===== src/isa_seq_pkg.sv =====
// constants for the isa bus master cycle sequencer
package isa_seq_pkg;
  // apb register byte offsets
  localparam logic [7:0] OFF_CTRL = 8'h00;
  localparam logic [7:0] OFF_INDEX = 8'h04;
  localparam logic [7:0] OFF_CONFIG_DATA = 8'h08;
  localparam logic [7:0] OFF_XFER_ADDR = 8'h0C;
  localparam logic [7:0] OFF_XFER_DATA = 8'h10;
  localparam logic [7:0] OFF_STATUS = 8'h14;
  localparam logic [7:0] OFF_RD_DATA = 8'h18;
  localparam logic [7:0] OFF_ROM_BASE = 8'h1C;
  // control register bit positions
  localparam int CTRL_MASTER_MODE = 0;
  localparam int CTRL_GO = 1;
  localparam int CTRL_WRITE = 2;
  localparam int CTRL_LAST = 3;
  localparam int CTRL_CHAN_LO = 4;
  localparam int CTRL_CHAN_HI = 5;
  // bus configuration registers
  localparam int NUM_CFG = 4;
  localparam int GAP_SHORT_BIT = 4;
  localparam logic [15:0] CFG0_RESET = 16'h0005;
  localparam logic [15:0] CFG1_RESET = 16'h0005;
  localparam logic [15:0] CFG2_RESET = 16'h0010;
  localparam logic [15:0] CFG3_RESET = 16'h0000;
  // timing at the 20 MHz network clock
  localparam int PCLK_MHZ = 200;
  localparam int NET_MHZ = 20;
  localparam int NET_DIV = PCLK_MHZ / NET_MHZ;
  localparam int ROM_CS_TICKS = 3;
  localparam int MASTER_SETTLE_TICKS = 3;
  localparam int RELEASE_STEP_NS = 50;
  localparam int RELEASE_STEP_TICKS = (RELEASE_STEP_NS * NET_MHZ) / 1000;
  localparam int GAP_SHORT_TICKS = 2;
  localparam int GAP_LONG_NS = 200;
  localparam int GAP_LONG_TICKS = (GAP_LONG_NS * NET_MHZ + 999) / 1000;
  localparam int REREQ_LOW_NS = 2600;
  localparam int REREQ_LOW_TICKS = (REREQ_LOW_NS * NET_MHZ + 999) / 1000;
  localparam int REREQ_FAST_NS = 1100;
  localparam int REREQ_FAST_TICKS = (REREQ_FAST_NS * NET_MHZ + 999) / 1000;
endpackage


===== src/isa_bus_master_cycle_sequencer.sv =====
// isa cycle sequencer: reset port, config access, boot rom reads, master tenure
// Functional notes
// - reset-port read resets the controller like hardware reset, transceiver link state kept.
// - reset read never asserts iocs16; a following write there is harmless.
// - config registers reached by writing index pointer then reading data port.
// - boot rom spans 64K, served only with 8-bit cycles, memcs16 never driven.
// - rom read: valid address, ref off, memr on; hold iochrdy low, drive byte. Here a rom read is also only decoded in bus master mode.
// - boot_rom_select pulse lasts three 20 MHz clock cycles.
// - master tenure only in bus master mode; obtain, access, release phases.
// - assert dma request; on acknowledge assert master.
// - wait 3 clocks after master before driving address, command or data.
// - target memory assumed 16-bit; bale, iocs16, memcs16, srdy ignored.
// - release: commands off, 50 ns later float and drop drq, 50 ns master off.
// - address valid one clock before memr asserted.
// - read strobe default 5 clocks, length from read_strobe_length field.
// - read strobe ends only when counter expired and iochrdy high.
// - capture read data at strobe end; commands idle at least two clocks.
// - address and data one clock before memw, data held one clock after.
// - write strobe default 5 clocks from write_strobe_length, stretched by iochrdy low.
// - write gap two clocks when config 2 bit 4 set, else 200 ns.
// - re-request after 2.6 us if lower drq active, else 1.1 us.
// - channel priority 3, 5, 6, 7; channel 3 highest.
`timescale 1ns/1ps
module isa_bus_master_cycle_sequencer #(
  parameter int REREQ_LOW_CYC = isa_seq_pkg::REREQ_LOW_TICKS
) (
  input wire logic pclk,
  input wire logic presetn,
  input wire logic psel,
  input wire logic penable,
  input wire logic pwrite,
  input wire logic [7:0] paddr,
  input wire logic [31:0] pwdata,
  output logic [31:0] prdata,
  output logic pready,
  output logic pslverr,
  input wire logic reset_port_rd,
  input wire logic reset_port_wr,
  output logic soft_reset_pulse,
  output logic iocs16_n,
  input wire logic ref_n,
  input wire logic memr_n_in,
  input wire logic [23:0] la_in,
  input wire logic [7:0] private_data_bus_in,
  output logic boot_rom_select_n,
  output logic [15:0] rom_addr,
  output logic iochrdy_o,
  output logic iochrdy_oe,
  input wire logic iochrdy_in,
  output logic [15:0] sd_o,
  output logic [15:0] sd_oe,
  input wire logic [15:0] sd_in,
  output logic [3:0] drq,
  input wire logic [3:0] drq_in,
  input wire logic dack_n,
  output logic master_n,
  output logic [23:0] addr_o,
  output logic sbhe_n,
  output logic addr_oe,
  output logic memr_n,
  output logic memw_n,
  output logic cmd_oe
);
  typedef enum {S_IDLE, S_REQ, S_SETTLE, S_SETUP, S_STROBE, S_HOLD, S_GAP,
    S_REL1, S_REL2, S_WAIT} mstate_t;
  typedef enum {B_IDLE, B_CS, B_DRIVE} rstate_t;
  mstate_t ms_q, ms_d;
  rstate_t rs_q;
  logic [3:0] div_q;
  logic tick;
  logic [15:0] cfg_q [isa_seq_pkg::NUM_CFG];
  logic [1:0] index_q;
  logic [7:0] ctrl_q;
  logic [23:0] xaddr_q;
  logic [15:0] xdata_q, rdata_q, cnt_q;
  logic [7:0] rom_base_q, rom_byte_q;
  logic [1:0] rcnt_q;
  logic busy_q, lower_q;
  logic soft_q;
  // apb decode
  wire acc = psel && penable;
  wire wr = acc && pwrite;
  wire hit_ctrl = paddr == isa_seq_pkg::OFF_CTRL;
  wire hit_index = paddr == isa_seq_pkg::OFF_INDEX;
  wire hit_cfg = paddr == isa_seq_pkg::OFF_CONFIG_DATA;
  wire hit_xa = paddr == isa_seq_pkg::OFF_XFER_ADDR;
  wire hit_xd = paddr == isa_seq_pkg::OFF_XFER_DATA;
  wire hit_st = paddr == isa_seq_pkg::OFF_STATUS;
  wire hit_rd = paddr == isa_seq_pkg::OFF_RD_DATA;
  wire hit_rb = paddr == isa_seq_pkg::OFF_ROM_BASE;
  wire hit_any = hit_ctrl | hit_index | hit_cfg | hit_xa | hit_xd | hit_st | hit_rd | hit_rb;
  wire master_mode = ctrl_q[isa_seq_pkg::CTRL_MASTER_MODE];
  wire [1:0] chan = ctrl_q[isa_seq_pkg::CTRL_CHAN_HI:isa_seq_pkg::CTRL_CHAN_LO];
  wire go = wr && hit_ctrl && pwdata[isa_seq_pkg::CTRL_GO];
  // channel index 0..3 means drq3, drq5, drq6, drq7; higher index is lower priority
  wire [3:0] lower_mask = 4'hE << chan;
  wire lower_active = |(drq_in & lower_mask);
  wire short_gap = cfg_q[2][isa_seq_pkg::GAP_SHORT_BIT];
  wire [15:0] rd_len = (cfg_q[0] == 16'h0000) ? 16'h0001 : cfg_q[0];
  wire [15:0] wr_len = (cfg_q[1] == 16'h0000) ? 16'h0001 : cfg_q[1];
  wire [15:0] gap_len = short_gap ? 16'(isa_seq_pkg::GAP_SHORT_TICKS)
    : 16'(isa_seq_pkg::GAP_LONG_TICKS);
  wire rom_hit = !master_mode ? 1'b0 : (la_in[23:16] == rom_base_q);
  wire rom_start = rom_hit && ref_n && !memr_n_in;
  wire cnt_done = cnt_q <= 16'h0001;
  wire is_wr = ctrl_q[isa_seq_pkg::CTRL_WRITE];
  assign tick = div_q == 4'(isa_seq_pkg::NET_DIV - 1);
  assign pready = 1'b1;
  assign pslverr = acc && !hit_any;
  always_comb begin
    prdata = 32'h0000_0000;
    if (hit_ctrl) begin
      prdata = {24'h000000, ctrl_q};
    end else if (hit_index) begin
      prdata = {30'h0, index_q};
    end else if (hit_cfg) begin
      prdata = {16'h0000, cfg_q[index_q]};
    end else if (hit_xa) begin
      prdata = {8'h00, xaddr_q};
    end else if (hit_xd) begin
      prdata = {16'h0000, xdata_q};
    end else if (hit_st) begin
      prdata = {28'h0, lower_q, !master_n, busy_q, rs_q != B_IDLE};
    end else if (hit_rd) begin
      prdata = {16'h0000, rdata_q};
    end else if (hit_rb) begin
      prdata = {24'h000000, rom_base_q};
    end
  end
  // network clock enable
  always_ff @(posedge pclk or negedge presetn) begin
    if (!presetn) begin
      div_q <= 4'h0;
    end else begin
      div_q <= tick ? 4'h0 : div_q + 4'h1;
    end
  end
  // reset-port read; link state lives outside this block and ignores this pulse
  always_ff @(posedge pclk or negedge presetn) begin
    if (!presetn) begin
      soft_q <= 1'b0;
    end else begin
      soft_q <= reset_port_rd;
    end
  end
  assign soft_reset_pulse = soft_q;
  // register-cycle responses elsewhere own iocs16; reset and rom cycles never pull it
  assign iocs16_n = 1'b1;
  // registers; soft reset restores them like a hardware reset; writes to the port ignored
  always_ff @(posedge pclk or negedge presetn) begin
    if (!presetn) begin
      ctrl_q <= 8'h00;
      index_q <= 2'h0;
      xaddr_q <= 24'h000000;
      xdata_q <= 16'h0000;
      rom_base_q <= 8'h00;
      cfg_q[0] <= isa_seq_pkg::CFG0_RESET;
      cfg_q[1] <= isa_seq_pkg::CFG1_RESET;
      cfg_q[2] <= isa_seq_pkg::CFG2_RESET;
      cfg_q[3] <= isa_seq_pkg::CFG3_RESET;
    end else if (soft_q) begin
      ctrl_q <= 8'h00;
      index_q <= 2'h0;
      xaddr_q <= 24'h000000;
      xdata_q <= 16'h0000;
      rom_base_q <= 8'h00;
      cfg_q[0] <= isa_seq_pkg::CFG0_RESET;
      cfg_q[1] <= isa_seq_pkg::CFG1_RESET;
      cfg_q[2] <= isa_seq_pkg::CFG2_RESET;
      cfg_q[3] <= isa_seq_pkg::CFG3_RESET;
    end else if (wr) begin
      if (hit_ctrl) begin
        // direction latched only on a go write while not busy, so a running tenure keeps it
        ctrl_q <= {pwdata[7:3], ctrl_q[isa_seq_pkg::CTRL_WRITE], 1'b0, pwdata[0]};
        if (go && !busy_q) begin
          ctrl_q[isa_seq_pkg::CTRL_WRITE] <= pwdata[isa_seq_pkg::CTRL_WRITE];
        end
      end else if (hit_index) begin
        index_q <= pwdata[1:0];
      end else if (hit_cfg) begin
        cfg_q[index_q] <= pwdata[15:0];
      end else if (hit_xa) begin
        xaddr_q <= pwdata[23:0];
      end else if (hit_xd) begin
        xdata_q <= pwdata[15:0];
      end else if (hit_rb) begin
        rom_base_q <= pwdata[7:0];
      end
    end
  end
  // boot rom sequencer
  always_ff @(posedge pclk or negedge presetn) begin
    if (!presetn) begin
      rs_q <= B_IDLE;
      rcnt_q <= 2'h0;
      rom_byte_q <= 8'h00;
    end else if (soft_q) begin
      rs_q <= B_IDLE;
      rcnt_q <= 2'h0;
      rom_byte_q <= 8'h00;
    end else begin
      case (rs_q)
        B_IDLE: begin
          if (rom_start && tick) begin
            rs_q <= B_CS;
            rcnt_q <= 2'h0;
          end
        end
        B_CS: begin
          if (tick) begin
            rcnt_q <= rcnt_q + 2'h1;
            if (rcnt_q == 2'(isa_seq_pkg::ROM_CS_TICKS - 1)) begin
              rom_byte_q <= private_data_bus_in;
              rs_q <= B_DRIVE;
            end
          end
        end
        default: begin
          if (memr_n_in) begin
            rs_q <= B_IDLE;
          end
        end
      endcase
    end
  end
  assign boot_rom_select_n = !(rs_q == B_CS);
  assign rom_addr = la_in[15:0];
  // master sequencer
  always_comb begin
    ms_d = ms_q;
    case (ms_q)
      S_IDLE: begin
        if (go && pwdata[isa_seq_pkg::CTRL_MASTER_MODE] && !busy_q) begin
          ms_d = S_REQ;
        end
      end
      S_REQ: begin
        // taken on a tick so the settle count spans three whole network clocks
        if (tick && !dack_n && ref_n) begin
          ms_d = S_SETTLE;
        end
      end
      S_SETTLE: begin
        if (tick && cnt_done) begin
          ms_d = S_SETUP;
        end
      end
      S_SETUP: begin
        if (tick) begin
          ms_d = S_STROBE;
        end
      end
      S_STROBE: begin
        if (tick && cnt_done && iochrdy_in) begin
          ms_d = S_HOLD;
        end
      end
      S_HOLD: begin
        if (tick) begin
          ms_d = S_GAP;
        end
      end
      S_GAP: begin
        if (tick && cnt_done) begin
          ms_d = S_REL1;
        end
      end
      S_REL1: begin
        if (tick && cnt_done) begin
          ms_d = S_REL2;
        end
      end
      S_REL2: begin
        if (tick && cnt_done) begin
          ms_d = S_WAIT;
        end
      end
      S_WAIT: begin
        if (tick && cnt_done) begin
          ms_d = S_IDLE;
        end
      end
      default: ms_d = S_IDLE;
    endcase
  end
  always_ff @(posedge pclk or negedge presetn) begin
    if (!presetn) begin
      ms_q <= S_IDLE;
      cnt_q <= 16'h0000;
      busy_q <= 1'b0;
      lower_q <= 1'b0;
      rdata_q <= 16'h0000;
    end else if (soft_q) begin
      ms_q <= S_IDLE;
      cnt_q <= 16'h0000;
      busy_q <= 1'b0;
      lower_q <= 1'b0;
      rdata_q <= 16'h0000;
    end else begin
      ms_q <= ms_d;
      if (ms_q == S_IDLE && ms_d == S_REQ) begin
        busy_q <= 1'b1;
      end else if (ms_q == S_WAIT && ms_d == S_IDLE) begin
        busy_q <= 1'b0;
      end
      if (ms_q == S_REQ && ms_d == S_SETTLE) begin
        cnt_q <= 16'(isa_seq_pkg::MASTER_SETTLE_TICKS);
      end else if (ms_q == S_SETUP && ms_d == S_STROBE) begin
        cnt_q <= is_wr ? wr_len : rd_len;
      end else if (ms_q == S_HOLD && ms_d == S_GAP) begin
        cnt_q <= is_wr ? gap_len : 16'(isa_seq_pkg::GAP_SHORT_TICKS - 1);
      end else if ((ms_q == S_GAP || ms_q == S_REL1) && ms_d != ms_q) begin
        cnt_q <= 16'(isa_seq_pkg::RELEASE_STEP_TICKS);
      end else if (ms_q == S_REL2 && ms_d == S_WAIT) begin
        // adaptive re-request delay counted from master release
        cnt_q <= lower_active ? 16'(REREQ_LOW_CYC)
          : 16'(isa_seq_pkg::REREQ_FAST_TICKS);
        lower_q <= lower_active;
      end else if (tick && cnt_q != 16'h0000) begin
        cnt_q <= cnt_q - 16'h0001;
      end
      if (ms_q == S_STROBE && ms_d == S_HOLD && !is_wr) begin
        rdata_q <= sd_in;
      end
    end
  end
  // drq held from request through first release step
  wire req_on = ms_q == S_REQ || ms_q == S_SETTLE || ms_q == S_SETUP || ms_q == S_STROBE
    || ms_q == S_HOLD || ms_q == S_GAP || ms_q == S_REL1;
  wire own = req_on && ms_q != S_REQ;
  wire drive = own && ms_q != S_SETTLE;
  assign drq = req_on ? (4'h1 << chan) : 4'h0;
  assign master_n = !(own || ms_q == S_REL2);
  assign addr_o = xaddr_q;
  assign sbhe_n = 1'b0;
  assign addr_oe = drive;
  assign cmd_oe = drive;
  assign memr_n = !(ms_q == S_STROBE && !is_wr);
  assign memw_n = !(ms_q == S_STROBE && is_wr);
  // rom data on low lanes only; write data held through hold state
  wire rom_drive = rs_q == B_DRIVE;
  wire wdrive = drive && is_wr && (ms_q == S_SETUP || ms_q == S_STROBE || ms_q == S_HOLD);
  assign sd_o = rom_drive ? {8'h00, rom_byte_q} : xdata_q;
  assign sd_oe = rom_drive ? 16'h00FF : (wdrive ? 16'hFFFF : 16'h0000);
  assign iochrdy_o = 1'b0;
  assign iochrdy_oe = rs_q == B_CS || (rom_start && rs_q == B_IDLE);
endmodule


===== config.mk =====
export PLATFORM = sky130hd
export DESIGN_NAME = isa_bus_master_cycle_sequencer
export DESIGN_NICKNAME = d
export VERILOG_FILES = /design/src/isa_seq_pkg.sv /design/src/isa_bus_master_cycle_sequencer.sv
export SDC_FILE = /design/constraint.sdc
export NUM_CORES = 1
export LEC_CHECK = 0
export ABC_CLOCK_PERIOD_IN_PS = 4490
export BUFFER_PORTS_ARGS = -buffer_cell sky130_fd_sc_hd__buf_4
export CAP_MARGIN = 10
export CORE_UTILIZATION = 30
export CTS_CLUSTER_SIZE = 20
export DETAILED_ROUTE_END_ITERATION = 16
export HOLD_SLACK_MARGIN = 0.12
export MAX_ROUTING_LAYER = met4
export PLACE_DENSITY_LB_ADDON = 0.05
export SLEW_MARGIN = 20
export SYNTH_ARGS = -nofsm -noshare
export SYNTH_HDL_FRONTEND = slang
export SYNTH_SLANG_ARGS = --single-unit

===== constraint.sdc =====
create_clock -name pclk -period 4.49 [get_ports pclk]
set_input_delay 0.2245 -clock pclk [delete_from_list [all_inputs] [get_ports pclk]]
set_output_delay 0.2245 -clock pclk [all_outputs]
set_load 0.1 [all_outputs]

After elaboration in Yosys (flattened, before gate mapping) --
Index checks and enable logic that the tools add are counted.
Storage, ports and cells: register bits after elaboration 235, input bits 103, output and inout port bits 121, logic and storage cells 285
Cells by class: $add $sub $neg 3, $lt $le $gt $ge 3, equal/unequal tests 52, shift-type cells 2, muxes and demuxes 104, bitwise logic cells 9, reduce and logical (&&, ||, !) cells 92
Operators by type and width (number):
- 32-bit two-way mux | 19
- 16-bit two-way mux | 28
- 64-bit two-way mux | 5
- 32-bit case mux with 10 select lines | 1
- 32-bit by 4-bit equality test with 1-bit output, second input constant | 9
- 32-bit by 3-bit equality test with 1-bit output, second input constant | 8
- 24-bit two-way mux | 7
- 32-bit by 2-bit equality test with 1-bit output, second input constant | 5
- 32-bit logical NOT | 5
- 8-bit two-way mux | 16
- 32-bit by 5-bit equality test with 1-bit output, second input constant | 3
- 64-bit bitwise mux | 1
- 32-bit by 1-bit equality test with 1-bit output, second input constant | 2
- 32-bit case mux with 2 select lines | 1
- 1-bit logical AND | 33
- 16-bit binary-select mux with 2-bit select | 1
- 16-bit demux with 2-bit select | 1
- 8-bit by 5-bit equality test with 1-bit output, second input constant | 4
- 16-bit logical NOT | 2
- 32-bit by 2-bit != test with 1-bit output, second input constant | 1
- 32-bit by 3-bit != test with 1-bit output, second input constant | 1
- 32-bit != test | 1
- 32-bit nonzero test | 1
- 2-bit nonzero test | 13
- other kinds (38) | 97

Logic depth before layout (Yosys ltp) --
Gate-level depths: netlist of the first run.
depth after elaboration 16, gate-level depth with buffers 11, depth with buffers taken out 9

Least setup slack after synthesis of the first run --
Ideal clock, no wire load.
kind reg-to-output, start point reg ms_q[14], end point out sd_oe[10], data arrival time 5397 ps, data required time 4266 ps, setup slack -1132 ps, stages on the path, launching flop included 7, path buffers 2, cells stage by stage dfrtp_1 > nor4_1 > nand4_1 > or2_2 > clkbuf_1 > nor4_1 > buf_4
On the way: cells in the longest elaborated chain, start to end 13, elaborated cells between the ends (all ways) 23, those cells by class 9 x eq/ne; 2 x mux; 12 x reduce/logical
RTL lines:
- start, declared | RTL line isa_bus_master_cycle_sequencer.sv:67 | mstate_t ms_q, ms_d;
- start signal, assigned | RTL line isa_bus_master_cycle_sequencer.sv:300 | ms_q <= ms_d;
- 32-bit by 2-bit equality test with 1-bit output / 32-bit by 3-bit equality test with 1-bit output (equally long branches) | RTL line isa_bus_master_cycle_sequencer.sv:328 | wire req_on = ms_q == S_REQ || ms_q == S_SETTLE || ms_q == S_SETUP || ms_q == S_STROBE
- 1-bit logical OR (3 in series) | RTL line isa_bus_master_cycle_sequencer.sv:328
- 1-bit logical OR (3 in series) | RTL line isa_bus_master_cycle_sequencer.sv:329 | || ms_q == S_HOLD || ms_q == S_GAP || ms_q == S_REL1;
- 1-bit logical AND | RTL line isa_bus_master_cycle_sequencer.sv:330 | wire own = req_on && ms_q != S_REQ;
- 1-bit logical AND | RTL line isa_bus_master_cycle_sequencer.sv:331 | wire drive = own && ms_q != S_SETTLE;
- 1-bit logical AND | RTL line isa_bus_master_cycle_sequencer.sv:342 | wire wdrive = drive && is_wr && (ms_q == S_SETUP || ms_q == S_STROBE || ms_q == S_HOLD);
- 1-bit logical AND * | RTL line isa_bus_master_cycle_sequencer.sv:342
- 16-bit two-way mux * (2 in series) | RTL line isa_bus_master_cycle_sequencer.sv:344 | assign sd_oe = rom_drive ? 16'h00FF : (wdrive ? 16'hFFFF : 16'h0000);
- end, declared | RTL line isa_bus_master_cycle_sequencer.sv:51 | output logic [15:0] sd_oe,
Every way passes the cells marked *; elsewhere a longest branch is shown, timed or not.

Final worst setup path of the first run --
start point reg ms_q[6], end point out prdata[2]
On the way: cells in the longest elaborated chain, start to end 15, elaborated cells between the ends (all ways) 23, those cells by class 9 x eq/ne; 6 x mux; 8 x reduce/logical
RTL lines:
- 32-bit by 2-bit equality test with 1-bit output / 32-bit by 3-bit equality test with 1-bit output (equally long branches) | RTL line isa_bus_master_cycle_sequencer.sv:328
- 1-bit logical OR (3 in series) | RTL line isa_bus_master_cycle_sequencer.sv:328
- 1-bit logical OR (3 in series) | RTL line isa_bus_master_cycle_sequencer.sv:329
- 1-bit logical AND | RTL line isa_bus_master_cycle_sequencer.sv:330
- 1-bit logical OR * | RTL line isa_bus_master_cycle_sequencer.sv:333 | assign master_n = !(own || ms_q == S_REL2);
- 16-bit two-way mux * | RTL line isa_bus_master_cycle_sequencer.sv:122 | end else if (hit_st) begin
- 16-bit two-way mux * | RTL line isa_bus_master_cycle_sequencer.sv:120 | end else if (hit_xd) begin
- 24-bit two-way mux * | RTL line isa_bus_master_cycle_sequencer.sv:118 | end else if (hit_xa) begin
- 32-bit two-way mux * | RTL line isa_bus_master_cycle_sequencer.sv:116 | end else if (hit_cfg) begin
- 32-bit two-way mux * | RTL line isa_bus_master_cycle_sequencer.sv:114 | end else if (hit_index) begin
- 32-bit two-way mux * | RTL line isa_bus_master_cycle_sequencer.sv:112 | if (hit_ctrl) begin
- end, declared | RTL line isa_bus_master_cycle_sequencer.sv:34 | output logic [31:0] prdata,
Marks and branches as above.

==> results.txt, run 1 <==
Area of the mapped netlist - 11010 um2
Row count - 69
Pwr dens - 332.7 nW/um2
Vias in the first global route - 9529
Total number of vias - 9447
Final Cycle Share - 79.71%
Core area - 35830 um2
Die Height - 193.6 um
Initial Util - 30.74%
Max Fclk - 0.2794 GHz
Max-cap violations - 0
Yosys warns - 0
CP Data Required Time - 4.27 ns
Global-route usage over all layers - 20.52%
FFs w/ async S/R, synth - 100.0%
Top_reg_cell synth - dfrtp_1
Post-synth top area cell - dfrtp_1
Grt ovf - 0
Placer Congestion - 0.8041
Final wirelength - 37240 um
Clk sinks - 204
Clock Path Buffers - 3
Vias per cell - 5.004
Netlist cell types - 66
Final Hold Viols - 0
Area share of the largest cell type after synthesis - 45.21%
CTS tree - done
Iteration-0 DRC Markers - 586
Clk_skew - 0.01319 ns
WL per Instance - 19.72 um
Worst IR Drop VDD - 290.9 uV
CP endpoint kind - primary output
Final antenna-violating net count - 0
Die ar. - 37480 um2
Io pins - 224
CP Max Fanout - 9
Tmin final - 3.579 ns
# fillers - 3660
Setup tns final - 0 ns
Layout cells sized above 1 - 19.62%
Outcome - finished, final reports clean
NumNets Final - 1516
Part of the power in the clock network - 47.4%
Sequential share of power - 40.6%
Synthesized flop and latch total - 204
Dpl hpwl - 25080 um
Clk Latency, worst-skew pair - 0.53 ns
Worst Reg2Reg Path Length in Cells - 7
FF+latch area - 5116 um2
Slew Viols, Final - 0
Top post-synthesis cells by area - dfrtp_1 (45%), nand2_1 (9.5%), a21oi_1 (7.2%)
First-pass GRT wire length - 58550 um
I/O Buffers - 169
Antenna diode count - 0
Syn Area/Cell - 8.890 um2
Hold path cells - 5
Clock slew at reported path FFs - 0.06 ns
Clock Tree Root - clkbuf_16
Worst Max-Slew Pin Slew - 1.129 ns
Largest net degree at the start of global routing - 102
Fraction of the yosys area taken by sequential cells - 46.40%
Final setup viols - 0
CP arrival - 3.35 ns
Initial antenna violation count - 0
Slew margin rel. - 24.73%
Die Wd - 193.6 um
Drt drc - 0
Total power - 4.634 mW
Worst Hold Class - in -> reg
Total CTS buffers - 26
Leakage - 5.990 nW
Sw power - 1.200 mW
Critical Path Start Type - flop
Footprint of the multi-input gates - 5353 um2
RSZ-0062 raised after global routing - no
Logic pwr share - 12.0%
Cell Int Power - 3.435 mW
Switch share - 25.89%
H-tree levels - 1
DR pass1 iterations - 5
Worst Setup Path Type - reg -> out
Syn-to-layout area delta - 26.46%
Post-Syn Instances - 1239
Post-synth EDFFs - 0
[critical path, cell delays in order, from the launching register on]
cell and delay, ns:
dfrtp_1 0.36, nor4_1 0.40, nand4_1 0.32, nor2_1 0.70, a32o_1 0.28, a22oi_1 0.08
o32a_1 0.19, nor2_1 0.17, buf_4 0.33
[Yosys cell counts (8+ instances only)]
library cell,count
mux2i_1,64
and2_1,9
clkbuf_1,80
nand4_1,11
nor4_1,20
a21oi_1,158
nand3_1,30
nand2_1,278
o21ai_0,23
dfrtp_1,199
inv_1,10
and3_1,16
nor3_1,26
buf_4,43
mux4_2,19
buf_1,8
nor2_1,94
[layout make-up]
| class | count | share of cell area, % |
|---|---|---|
| Clock inverter | 8 | 0.8534 |
| Inverter | 11 | 0.2964 |
| Clock buffer | 38 | 5.650 |
| Timing Repair Buffer | 240 | 13.90 |
| Multi-Input combinational cell | 926 | 38.43 |
| Sequential cell | 204 | 36.73 |
| Tap cell | 461 | 4.141 |
[path summary, 6_finish.rpt]
path,from,end,slack (ns)
max,ms_q[6]$_DFF_PN0_,prdata[2],0.91
min,la_in[21],rs_q[0]$_DFFE_PN0P_,0.21
max reg2reg,ms_q[1]$_DFF_PN0_,cnt_q[7]$_DFFE_PN0P_,1.18
min reg2reg,cfg_q[48]$_DFFE_PN1P_,cfg_q[48]$_DFFE_PN1P_,0.51
max in group asynchronous,presetn,cfg_q[32]$_DFFE_PN1P_,2.97
min in group asynchronous,presetn,div_q[0]$_DFF_PN0_,0.36
[state kept, by name, indices dropped and copies added, names as in the netlist, 2 cells and up]
name        flops
ctrl_q          7
cfg_q          64
rs_q            2
rdata_q        16
addr_o         24
ms_q           32
rom_base_q      8
xdata_q        16
rcnt_q          2
cnt_q          16
rom_byte_q      8
div_q           4
index_q         2
[kinds of logic after synthesis]
group / count (synthesis) / synth area share (%)
AOI/OAI and AO/OA: 243 / 12.78
xor gates and xnor gates: 12 / 0.9542
adders and majority gates: 4 / 0.4544
buffers and inverters: 147 / 6.679
DFF: 204 / 46.40
muxes: 90 / 10.42
other: 2 / 0.06818
and+or+nand+nor: 537 / 22.24
[through the flow]
stage               cell area, um2  hold WS [ns]  util (%)  std cells  worst slack [ns]
floorplan                    11170      -0.07109         -       1277            0.2408
global placement             12500        0.3397     34.88       1791             1.281
detailed placement           12500        0.3366     34.88       1791             1.309
CTS                          13910        0.1854     38.83       1888            0.9436
global route                 13930        0.2164     38.88       1888            0.7391
finish                       13930        0.2094     38.88       1888            0.9110
[layout by cell type (no fill, tap or decap), types with 27 or more instances in the layout]
cell type and n:
dlygate4sd3_1 51, conb_1 40, mux2i_1 64, nand3_1 29, dfrtp_1 197, clkbuf_16 27, buf_4 188, nor2_1 94
a21oi_1 158, nand2_1 278
[power groups by stage]
| stage | logic, mW | clock network [mW] | registers [mW] |
|---|---|---|---|
| CTS | 0.557 | 2.26 | 1.88 |
| finish | 0.557 | 2.20 | 1.88 |
| floorplan | 0.397 | 0 | 1.91 |
| detailed placement | 0.518 | 0 | 1.91 |
| global route | 0.611 | 2.33 | 1.88 |
| global placement | 0.519 | 0 | 1.91 |
[repair_timing]
item,4_1_cts,5_1_grt
resized for setup,0,0
buffers inserted,0,0
endpoints found under the hold margin,243,0
hold buffers,51,0
[routing by layer]
layer	share of wire [%]	wire length [um]	up-vias	GRT usage [%]
li1	-	-	4568	-
met1	48	17800	4633	28.62
met4	1.4	520	0	3.733
met2	46	17310	213	32.32
met5	0	0	-	-
met3	4.3	1601	33	2.313
(Power assumes the default switching activity.)
==> inputs of run 2 (changes only) <==
ABC_CLOCK_PERIOD_IN_PS = 3100   (was 4490)
clock period = 3.1 ns   (was 4.49 ns; I/O delays follow)
==> run 2 against run 1 <==
Sequential cell count is the same. Combinational power is 50% higher. Utilization rose by 0.88 points. Via count rose by 2.7%. Register-to-register slack worse by 0.83 ns. Routed wire length grew 1.6%. Global-route usage increased by 0.26 points. Clock power rose by 39%. Sequential power is 45% higher. Sequential share of layout area fell by 0.82 points. Critical path type unchanged. Highest routed layer unchanged.
==> results.txt, run 2 (synthesis results as in run 1) <==
Initial antenna violation count - 0 (unchanged)
Dpl hpwl - 25750 um (+2.7%)
Commonest non-fill, non-tap cell in the layout - nand2_1
Placed cells - 1817 (+1.5%)
CP Max Fanout - 16 (+7)
Global-route usage over all layers - 20.78% (+0.26 points)
Critical Path Start Type - flop
Pwr dens - 463.9 nW/um2 (+39%)
Final antenna-violating net count - 0 (unchanged)
Clk_skew - 0.01092 ns (-0.002266 ns)
Final Cycle Share - 95.17%
Initial Util - 30.74% (unchanged)
Final worst setup slack - 0.1497 ns (-0.7613 ns)
Clock Path Buffers - 3 (unchanged)
DP Worst Slack - 0.3699 ns (-0.9390 ns)
Total CTS buffers - 25 (-3.8%)
I/O Buffers - 169 (unchanged)
Largest net degree at the start of global routing - 151 (+48%)
CTS tree - done
Total number of vias - 9698 (+2.7%)
Leakage - 6.145 nW (+2.6%)
Worst IR Drop VDD - 361.5 uV (+24%)
Placer Congestion - 0.8073 (+0.40%)
First-pass GRT wire length - 59310 um (+1.3%)
Slew margin rel. - 39.45% (+15 points)
Slew Viols, Final - 0 (unchanged)
Clock slew at reported path FFs - 0.06 ns (about the same)
Antenna diode count - 0 (unchanged)
Syn-to-layout area delta - 29.31%
Final wirelength - 37820 um (+1.6%)
H-tree levels - 1 (unchanged)
Setup tns final - 0 ns (unchanged)
Die ar. - 37480 um2 (unchanged)
Worst Hold Class - in -> async
Layout cells sized above 1 - 21.80% (+2.2 points)
Final setup viols - 0 (unchanged)
Top reg by flops - cfg_q
Grt ovf - 0 (unchanged)
Row count - 69 (unchanged)
Max-cap violations - 0 (unchanged)
Final Non-Filler Cells - 1915 (+1.4%)
Commonest non-fill, non-tap cells in the layout - nand2_1 (278), buf_4 (211), dfrtp_1 (198), a21oi_1 (158), nor2_1 (91)
Vias in the first global route - 9621 (+0.97%)
Die Wd - 193.6 um (unchanged)
Max Fclk - 0.3389 GHz
Core area - 35830 um2 (unchanged)
DR pass1 iterations - 5 (unchanged)
Worst Setup Path Type - reg -> out
Final Hold Viols - 0 (unchanged)
Total power - 6.607 mW (+43%)
Outcome - finished, final reports clean
Io pins - 224 (unchanged)
CP Data Required Time - 2.94 ns (-1.33 ns)
Drt drc - 0 (unchanged)
# fillers - 3641 (-0.52%)
Clk sinks - 204 (unchanged)
NumNets Final - 1545 (+1.9%)
Clk Latency, worst-skew pair - 0.53 ns (about the same)
Placed Area - 12830 um2 (+2.7%)
WL per Instance - 19.75 um (+0.15%)
Iteration-0 DRC Markers - 593 (+1.2%)
Clock Tree Root - clkbuf_16
Tmin final - 2.950 ns
RSZ-0062 raised after global routing - no
Max reg flops - 64 (unchanged)
CP arrival - 2.80 ns (-0.55 ns)
CP endpoint kind - primary output
Cell area after layout - 14240 um2 (+2.3%)
Worst Max-Slew Pin Slew - 0.9064 ns (-0.2226 ns)
Die Height - 193.6 um (unchanged)
Vias per cell - 5.064 (+1.2%)
## run 2: metal layers
| layer | vias to the layer above | wire length (um) | global-route usage, % |
|---|---|---|---|
| met3 | 44 | 1586 | 2.400 |
| met4 | 0 | 780 | 4.919 |
| met2 | 247 | 17570 | 32.26 |
| met5 | - | 0 | - |
| li1 | 4633 | - | - |
| met1 | 4774 | 17890 | 28.91 |
## run 2: timing repair
action	in CTS	in global routing
hold endpoints to repair	259	0
pin swaps	0	1
resized for setup	5	1
setup endpoints to repair	5	13
buffers inserted	0	2
hold buffers	53	0
## run 2: final timing paths
kind                                             from                      to  slack [ns]  cells after the start
min in group pclk                            paddr[7]  index_q[1]$_DFFE_PN0P_        0.20                      5
max in group asynchronous                     presetn   cnt_q[14]$_DFFE_PN0P_        2.06                      3
worst max-delay path                ms_q[1]$_DFF_PN0_               prdata[2]        0.15                      8
worst min-delay path                          presetn      div_q[2]$_DFF_PN0_        0.18                      2
worst max register to register     div_q[2]$_DFF_PN0_   cnt_q[11]$_DFFE_PN0P_        0.35                      8
worst min register to register  cfg_q[48]$_DFFE_PN1P_   cfg_q[48]$_DFFE_PN1P_        0.51                      2
## run 2: per-stage QoR
| stage | hold WS [ns] | utilization (%) |
|---|---|---|
| 6_report | 0.1827 | 39.75 |
| 5_1_grt | 0.2155 | 39.75 |
| 4_1_cts | 0.1719 | 39.70 |
| 3_5_place_dp | 0.1869 | 35.82 |
| 3_3_place_gp | 0.1977 | 35.82 |
| 2_1_floorplan | -0.1406 | - |
## run 2: worst max-delay path, stage by stage, from the launching register on
cell and delay (ns):
dfrtp_1 0.58, nor3b_2 0.29, nand2_1 0.25, o21ai_2 0.20, a32o_1 0.21, a22oi_1 0.09
o32a_1 0.20, nor2_2 0.13, buf_4 0.31
## run 2: layout make-up
| type | count | area, um2 | share of cell area (%) |
|---|---|---|---|
| clock buffers | 38 | 744.5 | 5.227 |
| clock inverters | 5 | 100.1 | 0.7028 |
| inverters | 11 | 41.29 | 0.2899 |
| multi-input cells | 926 | 5436 | 38.17 |
| flip-flops and latches | 204 | 5115 | 35.91 |
| well taps | 461 | 576.8 | 4.050 |
| repair buffers | 270 | 2228 | 15.65 |
## run 2: power breakdown
part           switching, mW  internal, mW  leakage [nW]  total (mW)
registers             0.0243          2.70          2.75        2.72
clock network           1.16          1.89         0.416        3.05
logic                  0.530         0.307          2.98       0.836
